--- src/shared/srw_pkg.sv ---
// Constants and carrier types for the supervisory reset and watchdog block
package srw_pkg;
    localparam int unsigned CLK_HZ = 50_000_000;
    localparam int unsigned RESET_PULSE_MS = 200;
    localparam int unsigned WD_PERIOD_MS = 1600;
    localparam int unsigned CE_HOLD_US = 15;
    localparam int unsigned RESET_PULSE_CYC = (CLK_HZ / 1000) * RESET_PULSE_MS;
    localparam int unsigned WD_PERIOD_CYC = (CLK_HZ / 1000) * WD_PERIOD_MS;
    localparam int unsigned CE_HOLD_CYC = (CLK_HZ / 1_000_000) * CE_HOLD_US;
    localparam int CNT_W = 32;

    // Comparator indications coming from the analog front end
    typedef struct packed {
        logic supply_low;      // Main supply below reset threshold
        logic main_below_cell; // Main supply below backup cell
        logic sense_low;       // Power-fail sense below trip level
    } srw_cmp_t;

    // Watchdog kick pin as seen by the block
    typedef struct packed {
        logic level;  // Sampled level
        logic floats; // Pin is undriven
    } srw_kick_t;

    typedef enum logic [1:0] {
        SRW_RUN,
        SRW_HOLD,
        SRW_TIMEOUT
    } srw_state_t;
endpackage

--- src/rtl/srw_supervisor.sv ---
// Supervisory reset, watchdog, chip-enable gating and supply select
// Functional notes
// RQ1 - Every triggered reset drives the reset output low for 200 ms.
// RQ2 - Reset low while supply low or manual reset low, then 200 ms longer.
// RQ3 - Low manual reset input asserts reset as long as held low.
// RQ4 - Kick input steady beyond watchdog period expires timer and triggers reset.
// RQ5 - Watchdog period is 1.6 s; host toggles kick within it.
// RQ6 - Watchdog timer cleared by reset, floating kick, and every kick edge.
// RQ7 - Floating or undriven kick input disables the watchdog entirely.
// RQ8 - Gated chip-enable low only when input low and reset not asserted.
// RQ9 - Input low at reset entry keeps gated output low 15 us or until high.
// RQ10 - On backup cell the gated chip-enable output is held high.
// RQ11 - Power-fail flag low when sense low or main below cell.
// RQ12 - RAM node fed from main when above threshold or cell, else cell; code feeds from cell whenever main is below cell.
// RQ13 - Supply below threshold clears the reset timer; restarts on recovery.
// RQ14 - All timeouts are counters with terminal counts derived from clock rate.
`timescale 1ns/1ns
module srw_supervisor
    import srw_pkg::*;
#(
    parameter int unsigned RESET_CYC = RESET_PULSE_CYC, // Reset pulse length
    parameter int unsigned WD_CYC = WD_PERIOD_CYC,      // Watchdog period
    parameter int unsigned CE_CYC = CE_HOLD_CYC         // Chip-enable hold
) (
    input wire logic ref_clk_i,          // 50 MHz reference clock
    input wire logic resetn_i,           // Async reset, active low
    input wire srw_cmp_t cmp_i,          // Comparator indications
    input wire srw_kick_t kick_i,        // Watchdog kick pin
    input wire logic manual_reset_n_i,   // Manual reset, active low
    input wire logic ce_n_i,             // Chip-enable from host, active low
    output logic reset_n_o,              // Reset to host, active low
    output logic ce_gated_n_o,           // Gated chip-enable to RAM, active low
    output logic powerfail_flag_n_o,     // Power-fail flag, active low
    output logic ram_on_main_o           // RAM node fed from main supply
);
    srw_state_t state_q;
    logic [CNT_W-1:0] rst_cnt_q;
    logic [CNT_W-1:0] wd_cnt_q;
    logic [CNT_W-1:0] ce_cnt_q;
    logic kick_prev_q;
    logic ce_hold_q;
    logic hold_req;
    logic wd_expire;
    logic in_reset;
    logic on_main_d;

    function automatic logic at_count(input logic [CNT_W-1:0] cnt, input int unsigned lim);
        at_count = (cnt >= CNT_W'(lim - 1));
    endfunction

    assign hold_req = cmp_i.supply_low | ~manual_reset_n_i; // RQ2 RQ3
    assign in_reset = (state_q != SRW_RUN);
    assign on_main_d = ~cmp_i.main_below_cell; // RQ12

    // Reset sequencing
    always_ff @(posedge ref_clk_i or negedge resetn_i) begin
        if (!resetn_i) begin
            state_q <= SRW_HOLD;
            rst_cnt_q <= '0;
        end else begin
            unique case (state_q)
                SRW_RUN: begin
                    rst_cnt_q <= '0;
                    if (hold_req) begin
                        state_q <= SRW_HOLD;
                    end else if (wd_expire) begin
                        state_q <= SRW_TIMEOUT; // RQ4
                    end
                end
                SRW_HOLD: begin
                    rst_cnt_q <= '0; // RQ13
                    if (!hold_req) begin
                        state_q <= SRW_TIMEOUT;
                    end
                end
                SRW_TIMEOUT: begin
                    if (hold_req) begin
                        state_q <= SRW_HOLD;
                        rst_cnt_q <= '0; // RQ13
                    end else if (at_count(rst_cnt_q, RESET_CYC)) begin
                        state_q <= SRW_RUN; // RQ1 RQ2
                        rst_cnt_q <= '0;
                    end else begin
                        rst_cnt_q <= rst_cnt_q + 1'b1; // RQ14
                    end
                end
            endcase
        end
    end

    always_ff @(posedge ref_clk_i or negedge resetn_i) begin
        if (!resetn_i) begin
            reset_n_o <= 1'b0;
        end else begin
            reset_n_o <= (state_q == SRW_RUN) && !hold_req && !wd_expire;
        end
    end

    // Watchdog
    assign wd_expire = !kick_i.floats && at_count(wd_cnt_q, WD_CYC); // RQ5 RQ7

    always_ff @(posedge ref_clk_i or negedge resetn_i) begin
        if (!resetn_i) begin
            kick_prev_q <= 1'b0;
            wd_cnt_q <= '0;
        end else begin
            kick_prev_q <= kick_i.level;
            if (in_reset || kick_i.floats || kick_i.level != kick_prev_q || wd_expire) begin
                wd_cnt_q <= '0; // RQ6 RQ7
            end else begin
                wd_cnt_q <= wd_cnt_q + 1'b1; // RQ4 RQ14
            end
        end
    end

    // Chip-enable gating
    always_ff @(posedge ref_clk_i or negedge resetn_i) begin
        if (!resetn_i) begin
            ce_hold_q <= 1'b0;
            ce_cnt_q <= '0;
        end else begin
            if (!in_reset) begin
                ce_hold_q <= 1'b0;
                ce_cnt_q <= '0;
                if (hold_req || wd_expire) begin
                    ce_hold_q <= !ce_n_i; // RQ9
                end
            end else if (ce_hold_q) begin
                if (ce_n_i || at_count(ce_cnt_q, CE_CYC)) begin
                    ce_hold_q <= 1'b0; // RQ9
                end
                ce_cnt_q <= ce_cnt_q + 1'b1; // RQ14
            end
        end
    end

    always_ff @(posedge ref_clk_i or negedge resetn_i) begin
        if (!resetn_i) begin
            ce_gated_n_o <= 1'b1;
        end else if (!on_main_d) begin
            ce_gated_n_o <= 1'b1; // RQ10
        end else if (!in_reset && !hold_req && !wd_expire) begin
            ce_gated_n_o <= ce_n_i; // RQ8
        end else begin
            ce_gated_n_o <= ce_n_i | ~(ce_hold_q | ~in_reset); // RQ9
        end
    end

    // Power-fail flag and supply select
    always_ff @(posedge ref_clk_i or negedge resetn_i) begin
        if (!resetn_i) begin
            powerfail_flag_n_o <= 1'b1;
            ram_on_main_o <= 1'b1;
        end else begin
            powerfail_flag_n_o <= !(cmp_i.sense_low || cmp_i.main_below_cell); // RQ11
            ram_on_main_o <= on_main_d; // RQ12
        end
    end
endmodule

--- config.mk ---
export PLATFORM = sky130hd
export DESIGN_NAME = srw_supervisor
export DESIGN_NICKNAME = d
export VERILOG_FILES = /design/src/shared/srw_pkg.sv /design/src/rtl/srw_supervisor.sv
export SDC_FILE = /design/constraint.sdc
export NUM_CORES = 1
export LEC_CHECK = 0
export BUFFER_PORTS_ARGS = -buffer_cell sky130_fd_sc_hd__buf_4
export CORE_ASPECT_RATIO = 1.75
export CORE_MARGIN = 2
export CORE_UTILIZATION = 45
export DETAILED_ROUTE_END_ITERATION = 7
export MAX_ROUTING_LAYER = met4
export PLACE_DENSITY_LB_ADDON = 0.08
export SLEW_MARGIN = 0
export SYNTH_ARGS = -nofsm -noshare
export SYNTH_HDL_FRONTEND = slang
export SYNTH_SLANG_ARGS = --single-unit
--- constraint.sdc ---
create_clock -name ref_clk_i -period 5.73 [get_ports ref_clk_i]
set_input_delay 1.146 -clock ref_clk_i [delete_from_list [all_inputs] [get_ports ref_clk_i]]
set_output_delay 1.146 -clock ref_clk_i [all_outputs]
set_load 0.1 [all_outputs]
======== Word-level counts from Yosys, hierarchy flattened ========
Cells that the tools add are included.
storage, ports and cells
  register bits ........................... 104
  logic and storage cells ................. 69
operators by class
  add/subtract/negate cells ............... 3
  order comparisons ....................... 3
  equality and inequality tests ........... 7
  muxes and demuxes ....................... 18
  bitwise operators ....................... 7
  reductions and logical operators ........ 21
operator list
  operator                                                number
  2-to-1 mux 32 bit                                       5
  adder 32 x 1 -> 32 bit (second input constant)          3
  case mux 32 bit (2 select lines)                        1
  >= comparator 32 x 10 -> 1 bit (second input constant)  1
  >= comparator 32 x 24 -> 1 bit (second input constant)  1
  >= comparator 32 x 27 -> 1 bit (second input constant)  1
  2-to-1 mux 2 bit                                        5
  zero test 1 bit                                         6
  logical OR 1 bit                                        6
  2-to-1 mux 1 bit                                        6
  != test 3 bit (second input constant)                   2
  case mux 2 bit (3 select lines)                         1
  logical AND 1 bit                                       5
  != test 2 bit (second input constant)                   2
  inverter 1 bit                                          4
  bitwise OR 1 bit                                        3
  AND reduction 3 bit                                     1
  == test 2 x 1 -> 1 bit (second input constant)          1
  == test 2 bit (second input constant)                   1
  zero test 2 bit                                         1
  nonzero test 2 bit                                      1
  OR reduction 2 bit                                      1
  != test 1 bit                                           1

======== Depth between registers and ports, before layout ========
  depth after elaboration ................. 7
  mapped depth ............................ 9
  gate-level depth less buffers ........... 7

======== Worst setup path before layout ========
OpenSTA, ideal clock, no wires.
  kind .................................... input-to-reg
  from .................................... input port ce_n_i
  to ...................................... register ce_hold_q
  setup time .............................. 0.066 ns
  arrival ................................. 2.100 ns
  data required time ...................... 5.664 ns
  setup slack ............................. 3.564 ns
  cell stages on the path ................. 5
  buffers on the path ..................... 0
  path through ............................ nor4b_1 -> nand3_1 -> a2111oi_0 -> nand2b_1 -> o22a_1
between the ends
  cells in the longest elaborated chain, start to end .. 4
  elaborated cells between the ends (all ways) .. 6
  classes of those cells .................. mux: 4; reduce/logical: 2
ends and longest elaborated chain
  item                  RTL line               source
  from (decl)           srw_supervisor.sv:30   input wire logic ce_n_i,
  logical OR 1 bit      srw_supervisor.sv:129  if (ce_n_i || at_count(ce_cnt_q, CE_CYC)) begin
  2-to-1 mux 1 bit      srw_supervisor.sv:129
  2-to-1 mux 1 bit      srw_supervisor.sv:128  end else if (ce_hold_q) begin
  2-to-1 mux 1 bit (*)  srw_supervisor.sv:122  if (!in_reset) begin
  to (signal assigned)  srw_supervisor.sv:126  ce_hold_q <= !ce_n_i;
  to (decl)             srw_supervisor.sv:41   logic ce_hold_q;
Mark *: on every way between the ends. The rest lies on a longest branch, timed or not.
A chain may end at the register's enable or synchronous reset.

======== Worst setup path in the final report ========
  from .................................... register state_q[1]
  to ...................................... register ce_cnt_q[23]
between the ends
  cells in the longest elaborated chain, start to end .. 2
  elaborated cells between the ends (all ways) .. 3
  classes of those cells .................. eq/ne: 1; mux: 1; reduce/logical: 1
ends and longest elaborated chain
  item                                                                        RTL line               source
  from (decl)                                                                 srw_supervisor.sv:36   srw_state_t state_q;
  from (signal assigned)                                                      srw_supervisor.sv:58   state_q <= SRW_HOLD;
  from (signal assigned)                                                      srw_supervisor.sv:65   state_q <= SRW_HOLD;
  from (signal assigned)                                                      srw_supervisor.sv:67   state_q <= SRW_TIMEOUT;
  nonzero test 2 bit (*)                                                      srw_supervisor.sv:52   assign in_reset = (state_q != SRW_RUN);
  != test 2 bit (no source line) / 2-to-1 mux 32 bit (equally long branches)  n/a
  to (signal assigned)                                                        srw_supervisor.sv:132  ce_cnt_q <= ce_cnt_q + 1'b1;
  to (decl)                                                                   srw_supervisor.sv:39   logic [CNT_W-1:0] ce_cnt_q;
Marked as above.

==> flow_summary.ini <==
[cts]
cts_tree = built
cts_made_buffers = 9
clockBufferDepth = 2
post_cts_buffers = 0
path_clk_slew_ps = 70
cts_num_sinks = 104
clock_latency_ps = 340
cts-hold-fix-buffers = 0
cts_resized = 0
h-tree-depth = 3
root_buffer = clkbuf_16

[yosys]
syn_area_um2 = 5240
synth_common_cells = dfrtp_1 (100), nor2_1 (95), xnor2_1 (35)
synth_seq_cells = 104
yosysTopAreaCellShare_pct = 47.8
synth.most_common_cell = dfrtp_1
synth_area_leaders = dfrtp_1 (48%), nor2_1 (6.8%), xnor2_1 (5.9%), xor2_1 (4.7%), nand3_1 (3.0%)
synth-async-reset-ratio_pct = 100
avgSynthCellArea_um2 = 9.87
synth_edf_count = 0
synth_ff_type = dfrtp_1
syn_inst = 531
yosysTopAreaCell = dfrtp_1
ys_seq_area_share_pct = 49.8
synth_cell_types = 57
yosysWarnings = 0

[grt]
antenna_found_initial = 0
grt_pass1_vias = 3924
grt-ovfl-total = 0
track_usage_pct = 19.1
grt_max_degree = 68
grt_pass1_wl_um = 18600

[min_path]
hp-class = reg -> reg
whs_path_depth = 1

[critical_path]
cp_top_family = simple AND/OR/NAND/NOR gates
crit_cells = 7
critPathArrivalTime_ps = 2730
endpoint_kind = flip-flop
worstPathCellList = inv_1 > ha_1 > o211a_1 > and3_1 > nor4b_1 > nand3_1 > mux2_1
cp_max_fo = 10
max_stage_delay_ps = 540
cp_slowest_cell = nor4b_1
startpoint_type = flip-flop
timing.critical_path.buf_inv = 1
r2r_cells = 7
cp.required_ps = 5950
critPathKind = reg -> reg

[placement]
hpwl_um = 7410
preCtsSetupSlack_ps = 3220
gp_congestion = 0.786
portBuffers = 12

[drt]
wirelength_um = 10700
initialDrtViolationCount = 158
postRouteAntennaNets = 0
num_vias = 3827
firstDrtPassIters = 4
drc_errors = 0
wl_per_cell_um = 15.5
viasPerCell = 5.55

[timing]
post-route-period-util_pct = 43.8
slew_headroom_pct = 41.5
worstMarginPinSlew_ps = 877
report.final.slew_viol_count = 0
fin_crit_ps = 2510
setup_tns_ps = 0
rsz0062_at_grt = no
whs_ps = 484
setup_viol = 0
finalClockSkew_ps = 6.70
max_freq_mhz = 398
hold_violations = 0
worst_slack_ps = 3220

[power]
p_comb_share_pct = 14.6
p_int_mw = 1.22
power.leakage_nw = 2.36
p_seq_share_pct = 46.9
swShare_pct = 27.3
ir_worst_vdd_mv = 0.208
pwr-share-clk_pct = 38.6
power_per_cell_area_nw_per_um2 = 290
power.net_switching_mw = 0.458

[die]
dieHeight_um = 147
die_w_um = 85.6
core-area_um2 = 11500
start_util_pct = 45.8
rows = 52
ios = 13
fp.dieArea_um2 = 12600

[job]
cap_viol_max_count = 0

[final_layout]
regArea_um2 = 2610
layout-drive-gt1-share_pct = 9.73
multi_input_area_um2 = 2540
fillers = 1092
final_nets = 567
area_growth_pct = 10.5
diodes = 0

[run_status]
status = complete, no violations
-- state kept, by name, indices dropped and copies added (netlist names) --
| register | cells |
|---|---|
| ce_cnt_q | 32 |
| ce_gated_n_o | 1 |
| ce_hold_q | 1 |
| kick_prev_q | 1 |
| powerfail_flag_n_o | 1 |
| ram_on_main_o | 1 |
| reset_n_o | 1 |
| rst_cnt_q | 32 |
| state_q | 2 |
| wd_cnt_q | 32 |
-- layout make-up --
cell class              count  share of cell area [%]
clock buffers              12                    4.60
repair buffers             15                    1.94
well taps                 135                    2.92
flip-flops and latches    104                    45.0
inverters                  13                   0.843
clock inverters             4                   0.886
multi-input cells         407                    43.8
-- final timing paths --
check / slack [ps] / startpoint / end
max: 3220 / state_q[1]$_DFFE_PN0P_ / ce_cnt_q[23]$_DFFE_PN0N_
min: 480 / rst_cnt_q[0]$_DFF_PN0_ / rst_cnt_q[0]$_DFF_PN0_
max reg2reg: 3220 / state_q[1]$_DFFE_PN0P_ / ce_cnt_q[23]$_DFFE_PN0N_
min reg2reg: 480 / rst_cnt_q[0]$_DFF_PN0_ / rst_cnt_q[0]$_DFF_PN0_
max in group asynchronous: 3830 / resetn_i / kick_prev_q$_DFF_PN0_
min in group asynchronous: 900 / resetn_i / ce_cnt_q[0]$_DFFE_PN0N_
-- cell usage in the layout, fill, tap and decap left out, drive strengths merged, types with 7 or more instances in the layout --
cell    instances
buf            15
nor2           95
and4           11
o21ai          12
xor2           28
nand4          22
or3            10
conb           13
ha              8
nand3          33
clkbuf         12
nor4           18
nor2b           7
inv            13
a21oi          16
and3           13
xnor2          35
nor3           13
nand2          28
dfrtp         100
-- stage by stage --
stage,utilization (%),instance area [um2],power (mW),std cells
after floorplan,-,5290,0.979,543
after global placement,47.8,5470,1.04,674
after detailed placement,47.8,5470,1.05,674
after CTS,50.6,5790,1.69,690
after global routing,50.6,5790,1.76,690
final,50.6,5790,1.68,690
-- worst reg2reg max path, delay by kind of cell (launching register included) --
family                     cells  cell delay [ps]
AOI/OAI and AO/OA              1              200
adders and majority gates      1              190
buffers and inverters          1              120
DFF                            1              390
muxes                          1              340
and+or+nand+nor                3             1150
-- power by group through the flow --
stage / registers (mW) / logic [mW] / clock network, mW
floorplan: 0.810 / 0.169 / 0
global placement: 0.799 / 0.238 / 0
detailed placement: 0.800 / 0.247 / 0
CTS: 0.786 / 0.248 / 0.660
global route: 0.790 / 0.279 / 0.691
finish: 0.786 / 0.244 / 0.647
-- cells by family (layout without fill, tap and decap cells) --
logic type,Yosys count,count (layout),share of synthesized area (%)
AND/OR/NAND/NOR,270,270,27.5
flip-flops,104,104,49.8
XOR/XNOR,63,63,10.5
AO/OA/AOI/OAI,48,48,6.52
buffers and inverters,32,44,2.70
adder cells (fa/ha/maj),8,8,1.91
multiplexers,5,5,1.05
other,1,13,0.0716
-- routing by layer --
| metal | part of all wire [%] | global-route usage [%] | vias to the layer above | wire, um |
|---|---|---|---|---|
| li1 | - | - | 1880 | - |
| met1 | 42 | 22.7 | 1890 | 4430 |
| met5 | 0 | - | - | 0 |
| met2 | 54 | 32.2 | 36 | 5760 |
| met3 | 1.7 | 2.53 | 21 | 180 |
| met4 | 2.7 | 8.10 | 0 | 293 |
Note: power is estimated with default switching activity, not from simulation.
